[config.mk]
export PLATFORM = sky130hd
export DESIGN_NAME = charge_port_ctrl
export DESIGN_NICKNAME = d
export VERILOG_FILES = /design/src/inc/chgport_pkg.sv /design/src/core/bit_sync.sv /design/src/core/dwell_timer.sv /design/src/core/charge_port_ctrl.sv
export SDC_FILE = /design/constraint.sdc
export NUM_CORES = 1
export LEC_CHECK = 0
export ABC_AREA = 1
export BUFFER_PORTS_ARGS = -buffer_cell sky130_fd_sc_hd__clkbuf_2
export CAP_MARGIN = 20
export CORE_MARGIN = 5
export CORE_UTILIZATION = 30
export DETAILED_ROUTE_END_ITERATION = 12
export SLEW_MARGIN = 20
export SYNTH_ARGS = -nofsm -noshare
export SYNTH_HDL_FRONTEND = slang
export SYNTH_HIERARCHICAL = 1
export SYNTH_SLANG_ARGS = --single-unit
[constraint.sdc]
create_clock -name sys_clk -period 4.63 [get_ports sys_clk]
set_clock_uncertainty 0.15 [all_clocks]
set_input_delay 0.463 -clock sys_clk [delete_from_list [all_inputs] [get_ports sys_clk]]
set_output_delay 0.463 -clock sys_clk [all_outputs]
set_load 0.01 [all_outputs]
[src/inc/chgport_pkg.sv]
/*
 * Shared constants, codes and carriers for the charging-port control block.
 * Assumes a single 40 MHz clock and analog comparators that deliver plain levels.
 */
package chgport_pkg;

    // Timing
    localparam int unsigned CLK_KHZ          = 40_000;
    localparam int unsigned LD_ASSERT_MS     = 200;
    localparam int unsigned LD_RELEASE_MS    = 3000;
    localparam int unsigned PW_IDLE_MS       = 15000;
    localparam int unsigned PW_DISCH_MS      = 2000;
    localparam int unsigned DEGLITCH_MS      = 8;
    localparam int unsigned ATTACH_DISCH_MS  = 100;
    localparam int unsigned MODE_DISCH_MS    = 100;
    localparam int unsigned V12_HOLD_MS      = 20;
    localparam int unsigned DIVB_TEST_MS     = 500;
    localparam int unsigned LD_ASSERT_CYC    = CLK_KHZ * LD_ASSERT_MS;
    localparam int unsigned LD_RELEASE_CYC   = CLK_KHZ * LD_RELEASE_MS;
    localparam int unsigned PW_IDLE_CYC      = CLK_KHZ * PW_IDLE_MS + 1;
    localparam int unsigned PW_DISCH_CYC     = CLK_KHZ * PW_DISCH_MS + 1;
    localparam int unsigned DEGLITCH_CYC     = CLK_KHZ * DEGLITCH_MS;
    localparam int unsigned ATTACH_DISCH_CYC = CLK_KHZ * ATTACH_DISCH_MS;
    localparam int unsigned MODE_DISCH_CYC   = CLK_KHZ * MODE_DISCH_MS;
    localparam int unsigned V12_HOLD_CYC     = CLK_KHZ * V12_HOLD_MS;
    localparam int unsigned DIVB_TEST_CYC    = CLK_KHZ * DIVB_TEST_MS;

    // Mode pin codes {one, two, three, limit select}
    localparam logic [3:0] MODE_STANDARD_PORT_VARIANT_B   = 4'hE;
    localparam logic [3:0] MODE_CDP    = 4'hF;
    localparam logic [3:0] MODE_DCP_LD = 4'h7;
    localparam logic [3:0] MODE_PW     = 4'h3;
    // Groups by the three mode pins alone
    localparam logic [2:0] GRP_DISCH   = 3'h0;
    localparam logic [2:0] GRP_AUTO_A  = 3'h1;
    localparam logic [2:0] GRP_AUTO_B  = 3'h3;
    localparam logic [2:0] GRP_SHORT   = 3'h4;
    localparam logic [2:0] GRP_DIV     = 3'h5;
    localparam logic [2:0] GRP_STD     = 3'h7;

    typedef enum logic [4:0] {
        AUTO_DIV_A = 5'h01,
        AUTO_DIV_B = 5'h02,
        AUTO_DISCH = 5'h04,
        AUTO_V12   = 5'h08,
        AUTO_BC12  = 5'h10
    } auto_state_t;

    typedef enum logic [2:0] {
        PW_FULL  = 3'h1,
        PW_IDLE  = 3'h2,
        PW_DISCH = 3'h4
    } pw_state_t;

    typedef enum logic [1:0] {
        SCH_DIV_A = 2'h0,
        SCH_DIV_B = 2'h1,
        SCH_V12   = 2'h2,
        SCH_SHORT = 2'h3
    } scheme_t;

    typedef struct packed {
        logic mode_pin_one;
        logic mode_pin_two;
        logic mode_pin_three;
        logic limit_select_pin;
    } mode_pins_t;

    typedef struct packed {
        logic load_above_assert;
        logic load_below_release;
        logic primary_detect;
        logic device_attach;
        logic line_released;
        logic chg_above_750;
        logic chg_below_45;
        logic in_current_limit;
        logic over_135;
        logic over_155;
        logic cooled;
        logic vin_above_on;
        logic vin_below_off;
    } sense_t;

    typedef struct packed {
        logic    switch_on;
        logic    discharge;
        logic    high_limit_sel;
        logic    pw_limit;
        scheme_t scheme;
    } port_ctrl_t;

endpackage

[src/core/bit_sync.sv]
/*
 * Two-flop synchroniser for a bundle of independent levels.
 * Assumes each bit is a slow level; no relation between bits is kept.
 */
`timescale 1ns/1ps
module bit_sync #(
    parameter int unsigned W = 1
) (
    // Clock and reset
    input  wire logic         sys_clk,
    input  wire logic         arst_n,
    // Data
    input  wire logic [W-1:0] d,
    output logic      [W-1:0] q
);
    logic [W-1:0] meta_q;

    always_ff @(posedge sys_clk or negedge arst_n) begin
        if (!arst_n) begin
            meta_q <= '0;
            q      <= '0;
        end else begin
            meta_q <= d;
            q      <= meta_q;
        end
    end
endmodule // bit_sync

[src/core/dwell_timer.sv]
/*
 * Counts consecutive cycles of a condition; done rises after target cycles.
 * Assumes target is at least one; run low clears the count at once.
 */
`timescale 1ns/1ps
module dwell_timer (
    // Clock and reset
    input  wire logic        sys_clk,
    input  wire logic        arst_n,
    // Condition and length
    input  wire logic        run,
    input  wire logic [31:0] target,
    output logic             done
);
    logic [31:0] cnt_q;
    logic [31:0] cnt_d;
    logic        done_d;

    always_comb begin
        cnt_d  = cnt_q;
        done_d = done;
        if (!run) begin
            cnt_d  = '0;
            done_d = 1'b0;
        end else if (!done) begin
            if (cnt_q >= target - 32'h00000001) begin
                done_d = 1'b1;
            end else begin
                cnt_d = cnt_q + 32'h00000001;
            end
        end
    end

    always_ff @(posedge sys_clk or negedge arst_n) begin
        if (!arst_n) begin
            cnt_q <= '0;
            done  <= 1'b0;
        end else begin
            cnt_q <= cnt_d;
            done  <= done_d;
        end
    end
endmodule // dwell_timer

[src/core/charge_port_ctrl.sv]
/*
 * Charging-port control: load-present, fault, protection and scheme selection.
 * Assumes pins and comparator levels are asynchronous; the power stage obeys ctrl.
 */
`timescale 1ns/1ps
module charge_port_ctrl #(
    parameter int unsigned LD_ASSERT_CYC    = chgport_pkg::LD_ASSERT_CYC,
    parameter int unsigned LD_RELEASE_CYC   = chgport_pkg::LD_RELEASE_CYC,
    parameter int unsigned PW_IDLE_CYC      = chgport_pkg::PW_IDLE_CYC,
    parameter int unsigned PW_DISCH_CYC     = chgport_pkg::PW_DISCH_CYC,
    parameter int unsigned DEGLITCH_CYC     = chgport_pkg::DEGLITCH_CYC,
    parameter int unsigned ATTACH_DISCH_CYC = chgport_pkg::ATTACH_DISCH_CYC,
    parameter int unsigned MODE_DISCH_CYC   = chgport_pkg::MODE_DISCH_CYC,
    parameter int unsigned V12_HOLD_CYC     = chgport_pkg::V12_HOLD_CYC,
    parameter int unsigned DIVB_TEST_CYC    = chgport_pkg::DIVB_TEST_CYC
) (
    // Clock and reset
    input  wire logic                    sys_clk,
    input  wire logic                    arst_n,
    // Mode pins and analog sense levels
    input  wire chgport_pkg::mode_pins_t mode_pins,
    input  wire chgport_pkg::sense_t     sense,
    // Power stage control
    output chgport_pkg::port_ctrl_t      ctrl,
    // Open-drain load-present and fault pins
    output logic                         load_present_out,
    output logic                         load_present_oe,
    output logic                         fault_out,
    output logic                         fault_oe
);
    chgport_pkg::mode_pins_t  pins_s;
    chgport_pkg::sense_t      sense_s;
    chgport_pkg::auto_state_t auto_q, auto_d;
    chgport_pkg::pw_state_t   pw_q, pw_d;
    chgport_pkg::port_ctrl_t  ctrl_d;
    logic [3:0]  mode, prev_q;
    logic [31:0] disch_len_q, disch_len_d, sched_len;
    logic is_cdp, is_dcp_ld, is_pw, is_auto, is_short, is_div, is_disch_mode, ld_active;
    logic mode_chg, auto_start, pw_start;
    logic at_done, rt_done, pw_done, dg_done, ds_done, sc_done;
    logic ld_q, ld_d, disch_q, disch_d, therm_q, therm_d, uv_q, uv_d;
    logic lp_d, fault_d;

    bit_sync #(.W($bits(chgport_pkg::mode_pins_t))) u_sync_pins (
        .sys_clk (sys_clk),
        .arst_n  (arst_n),
        .d       (mode_pins),
        .q       (pins_s)
    );
    bit_sync #(.W($bits(chgport_pkg::sense_t))) u_sync_sense (
        .sys_clk (sys_clk),
        .arst_n  (arst_n),
        .d       (sense),
        .q       (sense_s)
    );

    // Mode decode
    assign mode          = pins_s;
    assign is_cdp        = (mode == chgport_pkg::MODE_CDP);
    assign is_dcp_ld     = (mode == chgport_pkg::MODE_DCP_LD);
    assign is_pw         = (mode == chgport_pkg::MODE_PW);
    assign is_auto       = (mode[3:1] == chgport_pkg::GRP_AUTO_A) || (mode[3:1] == chgport_pkg::GRP_AUTO_B);
    assign is_short      = (mode[3:1] == chgport_pkg::GRP_SHORT);
    assign is_div        = (mode[3:1] == chgport_pkg::GRP_DIV);
    assign is_disch_mode = (mode[3:1] == chgport_pkg::GRP_DISCH);
    assign ld_active     = is_cdp || is_dcp_ld;
    // Limit select alone never discharges, so variant B and downstream swap freely
    assign mode_chg      = (mode[3:1] != prev_q[3:1]);
    assign auto_start    = is_auto && (auto_q == chgport_pkg::AUTO_DIV_A) && sense_s.device_attach;
    assign pw_start      = is_pw && (pw_q == chgport_pkg::PW_IDLE) && sense_s.in_current_limit;
    assign sched_len     = (auto_q == chgport_pkg::AUTO_V12) ? V12_HOLD_CYC : DIVB_TEST_CYC;

    // Dwell timers
    dwell_timer u_t_assert (
        .sys_clk (sys_clk),
        .arst_n  (arst_n),
        .run     (ld_active && !ld_q && sense_s.load_above_assert),
        .target  (LD_ASSERT_CYC),
        .done    (at_done)
    );
    dwell_timer u_t_release (
        .sys_clk (sys_clk),
        .arst_n  (arst_n),
        .run     (ld_active && ld_q && sense_s.load_below_release),
        .target  (LD_RELEASE_CYC),
        .done    (rt_done)
    );
    dwell_timer u_t_pw_idle (
        .sys_clk (sys_clk),
        .arst_n  (arst_n),
        .run     (is_pw && (pw_q == chgport_pkg::PW_FULL) && sense_s.chg_below_45),
        .target  (PW_IDLE_CYC),
        .done    (pw_done)
    );
    dwell_timer u_t_deglitch (
        .sys_clk (sys_clk),
        .arst_n  (arst_n),
        .run     (sense_s.in_current_limit),
        .target  (DEGLITCH_CYC),
        .done    (dg_done)
    );
    dwell_timer u_t_discharge (
        .sys_clk (sys_clk),
        .arst_n  (arst_n),
        .run     (disch_q),
        .target  (disch_len_q),
        .done    (ds_done)
    );
    dwell_timer u_t_scheme (
        .sys_clk (sys_clk),
        .arst_n  (arst_n),
        .run     (is_auto && (auto_q == chgport_pkg::AUTO_DIV_B || auto_q == chgport_pkg::AUTO_V12)),
        .target  (sched_len),
        .done    (sc_done)
    );

    // Load-present for downstream and dedicated detect modes
    always_comb begin
        ld_d = ld_q;
        if (!ld_active) begin
            ld_d = 1'b0;
        end else if (is_cdp && sense_s.primary_detect) begin
            ld_d = 1'b1;
        end else if (at_done) begin
            ld_d = 1'b1;
        end else if (rt_done) begin
            ld_d = 1'b0;
        end
    end

    // Discharge requests; one at a time, requests arriving during a discharge are dropped
    always_comb begin
        disch_d     = disch_q;
        disch_len_d = disch_len_q;
        if (disch_q) begin
            if (ds_done) begin
                disch_d = 1'b0;
            end
        end else if (pw_start) begin
            disch_d     = 1'b1;
            disch_len_d = PW_DISCH_CYC;
        end else if (auto_start) begin
            disch_d     = 1'b1;
            disch_len_d = ATTACH_DISCH_CYC;
        end else if (mode_chg) begin
            disch_d     = 1'b1;
            disch_len_d = MODE_DISCH_CYC;
        end
    end

    // Dedicated auto scheme selection
    always_comb begin
        auto_d = auto_q;
        if (!is_auto) begin
            auto_d = chgport_pkg::AUTO_DIV_A;
        end else begin
            unique case (auto_q)
                chgport_pkg::AUTO_DIV_A: begin
                    if (sense_s.device_attach) begin
                        auto_d = chgport_pkg::AUTO_DISCH;
                    end else if (sense_s.chg_above_750) begin
                        auto_d = chgport_pkg::AUTO_DIV_B;
                    end
                end
                chgport_pkg::AUTO_DIV_B: begin
                    if (sc_done && !sense_s.chg_above_750) begin
                        auto_d = chgport_pkg::AUTO_DIV_A;
                    end
                end
                chgport_pkg::AUTO_DISCH: begin
                    if (!disch_q) begin
                        auto_d = chgport_pkg::AUTO_V12;
                    end
                end
                chgport_pkg::AUTO_V12: begin
                    if (sc_done) begin
                        auto_d = chgport_pkg::AUTO_BC12;
                    end
                end
                chgport_pkg::AUTO_BC12: begin
                    if (sense_s.line_released) begin
                        auto_d = chgport_pkg::AUTO_DIV_A;
                    end
                end
                default: auto_d = chgport_pkg::AUTO_DIV_A;
            endcase
        end
    end

    // Supply-wake load detect
    always_comb begin
        pw_d = pw_q;
        if (!is_pw) begin
            pw_d = chgport_pkg::PW_FULL;
        end else begin
            unique case (pw_q)
                chgport_pkg::PW_FULL:  if (pw_done) pw_d = chgport_pkg::PW_IDLE;
                chgport_pkg::PW_IDLE:  if (pw_start) pw_d = chgport_pkg::PW_DISCH;
                chgport_pkg::PW_DISCH: if (!disch_q) pw_d = chgport_pkg::PW_FULL;
                default:               pw_d = chgport_pkg::PW_FULL;
            endcase
        end
    end

    // Protection: thermal retry and undervoltage lock with two thresholds
    always_comb begin
        if (therm_q) begin
            therm_d = !sense_s.cooled;
        end else begin
            therm_d = (sense_s.over_135 && sense_s.in_current_limit) || sense_s.over_155;
        end
        if (uv_q) begin
            uv_d = !sense_s.vin_above_on;
        end else begin
            uv_d = sense_s.vin_below_off;
        end
    end

    // Output values
    always_comb begin
        ctrl_d.switch_on      = !uv_q && !therm_q && !disch_q && !is_disch_mode;
        ctrl_d.discharge      = disch_q || is_disch_mode;
        ctrl_d.high_limit_sel = (is_cdp || is_auto) ? 1'b1 : mode[0];
        ctrl_d.pw_limit       = is_pw && (pw_q == chgport_pkg::PW_IDLE);
        if (is_short) begin
            ctrl_d.scheme = chgport_pkg::SCH_SHORT;
        end else if (is_div || !is_auto) begin
            ctrl_d.scheme = chgport_pkg::SCH_DIV_A;
        end else if (auto_q == chgport_pkg::AUTO_DIV_B) begin
            ctrl_d.scheme = chgport_pkg::SCH_DIV_B;
        end else if (auto_q == chgport_pkg::AUTO_V12) begin
            ctrl_d.scheme = chgport_pkg::SCH_V12;
        end else if (auto_q == chgport_pkg::AUTO_BC12) begin
            ctrl_d.scheme = chgport_pkg::SCH_SHORT;
        end else begin
            ctrl_d.scheme = chgport_pkg::SCH_DIV_A;
        end
        lp_d    = is_pw ? (pw_q != chgport_pkg::PW_IDLE) : ld_q;
        // Overtemperature skips the filter so a hot die is seen at once
        fault_d = therm_q || sense_s.over_155 || dg_done;
    end

    always_ff @(posedge sys_clk or negedge arst_n) begin
        if (!arst_n) begin
            prev_q           <= 4'h0;
            ld_q             <= 1'b0;
            disch_q          <= 1'b0;
            disch_len_q      <= 32'h00000001;
            auto_q           <= chgport_pkg::AUTO_DIV_A;
            pw_q             <= chgport_pkg::PW_FULL;
            therm_q          <= 1'b0;
            uv_q             <= 1'b1;
            ctrl             <= '0;
            load_present_out <= 1'b0;
            load_present_oe  <= 1'b0;
            fault_out        <= 1'b0;
            fault_oe         <= 1'b0;
        end else begin
            prev_q           <= mode;
            ld_q             <= ld_d;
            disch_q          <= disch_d;
            disch_len_q      <= disch_len_d;
            auto_q           <= auto_d;
            pw_q             <= pw_d;
            therm_q          <= therm_d;
            uv_q             <= uv_d;
            ctrl             <= ctrl_d;
            load_present_out <= 1'b0;
            load_present_oe  <= lp_d;
            fault_out        <= 1'b0;
            fault_oe         <= fault_d;
        end
    end
endmodule // charge_port_ctrl

==> results of run 1 <==
cell families (layout without fill, tap and decap cells):
family,Yosys count,in the layout
AO/OA/AOI/OAI,105,105
XOR/XNOR,267,267
adder cells (fa/ha/maj),204,204
buffers and inverters,620,656
flip-flops,259,259
other,2,506
AND/OR/NAND/NOR,2543,2543
flip-flops by register name, summed over array words and instances, names as in the netlist, 3 cells and up:
| register | cells |
|---|---|
| auto_q | 5 |
| ctrl | 6 |
| disch_len_q | 4 |
| prev_q | 3 |
| pw_q | 3 |
| u_sync_pins/meta_q | 4 |
| u_sync_pins/q | 4 |
| u_sync_sense/meta_q | 13 |
| u_sync_sense/q | 13 |
| u_t_assert/cnt_q | 32 |
| u_t_deglitch/cnt_q | 32 |
| u_t_discharge/cnt_q | 32 |
| u_t_pw_idle/cnt_q | 32 |
| u_t_release/cnt_q | 32 |
| u_t_scheme/cnt_q | 32 |
through the flow:
| stage | total power, mW | util (%) | hold WS [ns] |
|---|---|---|---|
| 2_1_floorplan | 2.88 | - | 0.0174 |
| 3_3_place_gp | 3.02 | 33.8 | 0.184 |
| 3_5_place_dp | 3.04 | 33.8 | 0.185 |
| 4_1_cts | 6.21 | 35.6 | 0.198 |
| 5_1_grt | 6.45 | 35.6 | 0.205 |
| 6_report | 6.12 | 35.6 | 0.196 |
worst max path at each step:
stage | endpoint | depth (start not counted) | slack (ns)
3_5_place_dp | u_t_discharge/cnt_q[15] | 15 | 0.92
4_1_cts | u_t_discharge/cnt_q[15] | 15 | 0.93
6_report | u_t_discharge/cnt_q[2] | 15 | 0.91
5_1_grt | u_t_discharge/cnt_q[16] | 17 | 0.60
3_3_place_gp | u_t_discharge/cnt_q[18] | 15 | 1.03
2_1_floorplan | u_t_discharge/cnt_q[4] | 16 | 1.60
placed cells by master (no fill, tap or decap), types with 6 or more instances in the layout:
master / count
sky130_fd_sc_hd__xor2_1: 121
sky130_fd_sc_hd__nand3_2: 11
sky130_fd_sc_hd__nor2_8: 6
sky130_fd_sc_hd__dlygate4sd3_1: 18
sky130_fd_sc_hd__a21oi_1: 53
sky130_fd_sc_hd__nor2_2: 52
sky130_fd_sc_hd__clkbuf_2: 25
sky130_fd_sc_hd__nor3_2: 13
sky130_fd_sc_hd__xnor2_1: 146
sky130_fd_sc_hd__nand2_2: 37
sky130_fd_sc_hd__a21o_1: 24
sky130_fd_sc_hd__clkbuf_16: 39
sky130_fd_sc_hd__o21ai_0: 6
sky130_fd_sc_hd__nor3_1: 23
sky130_fd_sc_hd__nand4_1: 236
sky130_fd_sc_hd__dfrtp_1: 253
sky130_fd_sc_hd__inv_1: 490
sky130_fd_sc_hd__conb_1: 506
sky130_fd_sc_hd__clkinv_1: 10
sky130_fd_sc_hd__nand2_4: 9
sky130_fd_sc_hd__nor2_4: 35
sky130_fd_sc_hd__nand3_1: 342
sky130_fd_sc_hd__inv_2: 22
sky130_fd_sc_hd__ha_1: 204
sky130_fd_sc_hd__clkbuf_8: 7
sky130_fd_sc_hd__nor4_1: 15
sky130_fd_sc_hd__a21boi_0: 6
sky130_fd_sc_hd__nand2_1: 1171
sky130_fd_sc_hd__o21ai_1: 6
sky130_fd_sc_hd__buf_4: 20
sky130_fd_sc_hd__nor2_1: 563
metal layers:
layer	up-vias	wire length, µm	global-route usage, %
li1	13300	-	-
met1	11000	33000	19.9
met2	314	30000	23.4
met3	61	2160	1.40
met4	0	1060	2.97
met5	-	0	0
worst max-delay path, cell delays in order (launching register included):
cell                      delay [ns]
sky130_fd_sc_hd__dfrtp_1        0.72
sky130_fd_sc_hd__or2_4          0.41
sky130_fd_sc_hd__nor3_4         0.23
sky130_fd_sc_hd__nand3_2        0.15
sky130_fd_sc_hd__nor2_2         0.13
sky130_fd_sc_hd__nand2_1        0.07
sky130_fd_sc_hd__xor2_1         0.14
sky130_fd_sc_hd__ha_1           0.29
sky130_fd_sc_hd__nand2_1        0.05
sky130_fd_sc_hd__nor2_1         0.14
sky130_fd_sc_hd__nand4_1        0.16
sky130_fd_sc_hd__a21oi_2        0.20
sky130_fd_sc_hd__nor2_4         0.05
sky130_fd_sc_hd__nand2_2        0.50
sky130_fd_sc_hd__nand3_1        0.15
sky130_fd_sc_hd__nand2_1        0.11
area by class of cell:
cell class | instances | area (µm²)
flip-flops and latches | 259 | 6490
clock inverters | 19 | 255
repair buffers | 66 | 510
well taps | 1155 | 1450
clock buffers | 49 | 1080
inverters | 522 | 1960
multi-input cells | 3625 | 19100
fillers | 9375 | 55800
timing repair:
item,in CTS,in global routing
resized for setup,0,0
hold endpoints to repair,115,0
hold buffers,18,0
power breakdown:
part | internal (mW) | switching, mW
clock | 1.94 | 1.15
sequential | 2.32 | 0.0711
combinational | 0.229 | 0.415
total | 4.48 | 1.64
==> results.txt, run 1 <==
The number of vias after detailed routing is 24700. The xor and xnor area share after synthesis is ~9.0%. The most common cell in the synthesized netlist is sky130_fd_sc_hd__nand2_1. After routing the design area is 30800 µm². The initial antenna violation count came out at 1. The synthesis-to-layout area growth is 17.9%. After synthesis the netlist holds a flip-flop and latch count of roughly 260. The total number of nets in the final design came out at ~4700.

The power density relative to cell area is between 150 and 200 nW/µm². Summing the areas of all compound-gate instances in the mapped netlist gives under 10% of the synthesized area. The placer congestion estimate is about 0.9. The synthesized netlist occupies a cell area of approximately 26000 µm².

The number of buffers on the longest clock path came out at 3. The detailed-routing iteration count for the pre-antenna-repair pass came out at 5. In this run the critical register-to-register path is captured at u_t_discharge/cnt_q[2].

The worst hold path cell count is 0. The total of endpoints with negative setup slack in the final report is 0. The wire length per cell after detailed routing is ~12 µm. TritonCTS built the clock tree. The number of standard cells in the final layout excluding fillers is about 5700. The final hold violation count is 0. The total placed instance area is 29300 µm². The final worst-path setup slack came out at 0.915 ns. The share of the clock period used by the worst path after layout came out at roughly four fifths. The synthesized instance count is 4000. Dividing the detail-routed via count by the number of cells gives 4.34. The setup total negative slack came out at 0 ns. The share of synthesized area spent on multiplexers came out at 0%.

The yosys synthesis warning count is 6. The horizontal extent of the die is roughly 310 µm. The total die area came out at just over 90000 µm². The total number of placement rows is 108. The startpoint of the worst setup timing path is disch_len_q[23]. The number of cells on the worst reg-to-reg path came out at 15. The wire length reported by the detailed router is between 60000 and 70000 µm. Global routing used between 10% and 20% of the available tracks.

The mean cell area of the mapped netlist is roughly 6.5 µm². The top achievable clock speed is 269 MHz. After global routing the overflow that remains totals 0. The data required time of the worst path is 4.95 ns. In the synthesized netlist the async set-or-reset flop fraction comes to 100%.

Entering global routing, the biggest net connects approximately 100 pins. The worst register-to-register path has a setup slack of approximately 0.9 ns. The number of enable flip-flop cells after synthesis is 0. The buffer cell driving the clock tree root is sky130_fd_sc_hd__clkbuf_16. The half-perimeter wire length of the detailed placement result came out at 50500 µm.

Ranked by total cell area, the synthesized netlist is headed by sky130_fd_sc_hd__dfrtp_1 24%, sky130_fd_sc_hd__nand2_1 17%, sky130_fd_sc_hd__ha_1 9.8%. Data arrives at the worst endpoint at slightly above 4 ns. The max-slew violation total from the final report came out at 0.

The path class of the tightest hold or removal check is reg -> reg. The first-pass GRT wire length came out at roughly 110000 µm. In this run the critical register-to-register path is launched from disch_len_q[23]. The number of antenna-violating nets in the routed design came out at 0.

At the placement stage, the worst setup path has a slack of 0.921 ns. The area of the placeable core is about 87000 µm². In the synthesized netlist, the cells that appear most often are 1172 x sky130_fd_sc_hd__nand2_1, 566 x sky130_fd_sc_hd__nor2_1, 490 x sky130_fd_sc_hd__inv_1.

After Yosys synthesis, full adders, half adders and majority gates account for 9.77% of the synthesized area. The share of the yosys chip area belonging to registers came out at roughly 25%. The number of inserted diodes came out at 0. The post-layout minimum cycle time is ~3.7 ns.

For hold timing, the worst endpoint is u_sync_sense/q[0]. In the routed design, unresolved DRC markers number 0. Setup repair after global routing left no endpoint under its margin. The number of H-tree levels came out at 2.

The instance count after placement with tap cells included came out at roughly 5600. The leakage power total came out at roughly 16 nW. The number of primary I/O pins is 29. Of the total synthesized cell area, the portion taken by AND, OR, NAND and NOR gates is between 40% and 50%. The largest fanout on the critical path is 32. The via count of the first global-routing pass is between 20000 and 25000. Counting every sink on the clock net gives 259. The insertion delay of the later-clocked pin in the worst-skew pair is 0.55 ns.

Clock-pin slew was measured on the worst setup and hold paths at 0.06 ns. The slew of the pin with the lowest slew margin is about 1.0 ns. In this run the most critical hold path is launched from u_sync_sense/meta_q[0].

The share of layout cells above drive strength 1 came out at under 10%. The clock buffer count from CTS is 37. The critical path is of the reg -> reg type.

The prevailing post-synth register cell is sky130_fd_sc_hd__dfrtp_1. The worst setup path is launched from a flop. The cell type with the highest aggregate area in the netlist is sky130_fd_sc_hd__dfrtp_1. The post-CTS setup buffer count came out at 0. The count of input and output buffers came out at 26. VDD sags by at most roughly 0.21 mV. Across the run, the number of max-cap violations was 0. The capturing element type of the critical path is a flop.

Once the floorplan was initialized, standard cells occupied 30.2% of the core. In this run, the number of DRC markers left after iteration 0 of detailed routing was 1304. Measured against its own limit, the worst slew margin works out to 30.4%. The flow ran to the end, and the final reports show no timing, DRC or antenna violations.

In this run the vertical extent of the chip is between 300 and 400 µm. After synthesis, the largest family of logic cells by area is simple AND/OR/NAND/NOR gates. The area fraction of the dominant cell type after synthesis came out at approximately a quarter.

The number of distinct library cells after synthesis is 50.
Note: power is estimated with default switching activity, not from simulation.
==> run 2: changes to the inputs <==
clock period = 3.5 ns   (was 4.63 ns; I/O delays follow)
==> run 2 against run 1 <==
Flip-flop and latch count stayed put. Sequential share of layout area fell by 0.092 points. Clock power is 34% higher. Wire length shrank 0.91%. Combinational power rose by 33%. Non-clock buffer count increased by 13. Power is 33% higher.
==> results.txt, run 2 (same netlist as run 1, synthesis figures left out) <==
The H-tree was split into 2 levels. The synthesis-to-layout area growth came out at 18.4%. The final hold violation count is 0. The top cell types in the final layout, fill and taps aside, are 1171 x sky130_fd_sc_hd__nand2_1, 563 x sky130_fd_sc_hd__nor2_1, 506 x sky130_fd_sc_hd__conb_1, 490 x sky130_fd_sc_hd__inv_1, 342 x sky130_fd_sc_hd__nand3_1. The setup total negative slack came out at 0 ns.

The placer congestion estimate is approximately 0.9. The height of the die is 305 µm. Port buffering added 26 buffers. The startpoint type of the worst setup path is a flop. The worst setup path is captured at a flop. The total of endpoints with negative setup slack in the final report came out at 0. The number of inserted diodes is 0. Setup repair after global routing left no endpoint under its margin. The largest fanout on the critical path came out at 32. The global router's overall resource usage came out at about 14%. The leakage power total is roughly 16 nW. The stage delay of the slowest cell on the critical path came out at 0.41 ns. The number of maximum-capacitance constraint violations came out at 0. The floorplan step defined a die boundary enclosing 93100 µm². The number of antenna-violating nets in the routed design is 0. The total congestion overflow is 0. The via count of the first global-routing pass came out at 22500. The wire length reported by the detailed router came out at ~66000 µm.

The clock slew at the register clock pins of the worst setup and hold paths is approximately 0.06 ns. The half-perimeter wire length of the detailed placement result is approximately 51000 µm. For this run, the post-layout net count is roughly 4700. Data arrives at the worst endpoint at about 3.5 ns.

The initial antenna violation count was 5. After detailed routing, the number of vias per cell comes to approximately 4.3. The number of standard cells in the final layout excluding fillers is approximately 5700. Power comes to 8.15 mW.

The post-route DRC violation count came out at 0. The run finished with clean final reports. The first routing iteration left about 1300 violations.

CTS saw ~260 sinks. The first global-routing pass estimated 111000 µm of wire. Counting tap cells, the placed design contains a total of 5622 instances. The power density relative to cell area is around 260 nW/µm². The share of the clock period used by the worst path after layout is approximately 90%. The post-layout minimum cycle time is around 3.2 ns. The effective utilization at floorplan came out at a little under a third. At the pin with the least slew margin, the transition time is approximately 0.9 ns. The detailed-routing iteration count for the pre-antenna-repair pass came out at 6.

The number of primary I/O pins is 29. The share of layout cells above drive strength 1 came out at between 7 and 8%. The top achievable clock speed is about 310 MHz. The count of fill cells added during filler insertion came out at 9336. TritonCTS built the clock tree. The max-slew violation total from the final report came out at 0.

The standard cell with the maximum stage delay on the critical path is sky130_fd_sc_hd__or3_1. The area of the placeable core came out at around 87000 µm². STA puts the critical path data required time at roughly 3.8 ns.

The horizontal extent of the die is 305 µm. Walking the worst path, the cells encountered are inv_1 > ha_1 > nand2_1 > or3_1 > nor2_1 > xnor2_1 > ha_1 > nand2_1 > nor2_1 > nand4_1 > nor2_1 > nand2_2 > nand2_2 > buf_8 > nand3_1 > nand2_1. After detailed routing, the average wire length per cell comes to 11.5 µm. The type of the worst setup path is reg -> reg.

The largest voltage drop on the vdd net came out at 0.307 mV. The number of vias after detailed routing came out at about 25000. The worst slew margin relative to its limit came out at 39.2%. The post-CTS setup buffer count is 0.

The maximum number of pins on one net before global-route repair is about 90. Counting along the longest clock path gives a buffer depth of 3. In this run the worst hold path is classified as reg -> reg. The library cell used most frequently in the layout, excluding fill and tap cells, is sky130_fd_sc_hd__nand2_1.

The root buffer cell chosen for the clock tree is sky130_fd_sc_hd__clkbuf_16. Clock latency on the worst-skew pair, taken at its later pin, is approximately 0.55 ns. The clock buffer count from CTS came out at 35.

In this run the core area contains 108 standard-cell rows.
==> run 2: cell types whose count changed in the layout (fill, tap and decap cells not counted), sizes merged <==
cell	before	now
bufinv	5	9
buf	23	36
inv	514	517
clkbuf	74	62
clkinvlp	5	6
==> run 2: metrics by stage <==
step                hold WS (ns)  worst slack [ns]  util [%]  instance area (µm²)
floorplan                -0.0956             0.470         -                28000
global placement           0.183             0.315      34.0                29400
detailed placement         0.185             0.203      34.0                29400
CTS                        0.198             0.173      35.7                30900
global route               0.205            0.0244      35.7                30900
finish                     0.197             0.313      35.7                30900
==> run 2: metal layers <==
layer	wire length, µm	vias to the layer above	track usage [%]	share of wire [%]
li1	-	13300	-	-
met1	32500	11000	19.8	49
met2	29700	391	23.3	45
met3	2350	73	1.48	3.6
met4	1130	0	2.87	1.7
met5	0	-	0	0
==> run 2: worst max-delay path: cells and delay by family, from the launching register on <==
family	cells	cell delay (ns)
xor gates and xnor gates	1	0.10
adders and majority gates	2	0.56
DFF	1	0.37
and+or+nand+nor	11	1.60
buffers and inverters	2	0.33
==> run 2: what timing repair did <==
| action | CTS | global route |
|---|---|---|
| endpoints found under the setup margin | 0 | 32 |
| gates resized for setup | 0 | 2 |
| endpoints found under the hold margin | 97 | 0 |
| hold buffers | 18 | 0 |
==> run 2: worst paths after layout <==
check | cells past startpoint | slack, ns | from | endpoint
setup / recovery | 16 | 0.31 | disch_len_q[0] | u_t_discharge/cnt_q[12]
hold / removal | 0 | 0.20 | u_sync_sense/meta_q[1] | u_sync_sense/q[1]
setup reg to reg | 16 | 0.31 | disch_len_q[0] | u_t_discharge/cnt_q[12]
hold reg to reg | 0 | 0.20 | u_sync_sense/meta_q[1] | u_sync_sense/q[1]
max in group asynchronous | 3 | 2.05 | arst_n | pw_q[0]
min in group asynchronous | 2 | 0.26 | arst_n | u_t_release/cnt_q[20]
==> run 2: area by class of cell <==
| class | instances | area, µm² | share of cell area (%) |
|---|---|---|---|
| clock buffer | 37 | 915 | 2.96 |
| clock inverter | 27 | 417 | 1.35 |
| inverter | 522 | 1960 | 6.33 |
| multi-input combinational | 3625 | 19100 | 61.6 |
| sequential | 259 | 6490 | 21.0 |
| tap | 1155 | 1450 | 4.67 |
| timing repair buffer | 79 | 653 | 2.11 |
==> run 2: power breakdown <==
part	switching [mW]	internal (mW)
Clock	1.54	2.60
Sequential	0.0948	3.06
Combinational	0.550	0.306
Total	2.19	5.97
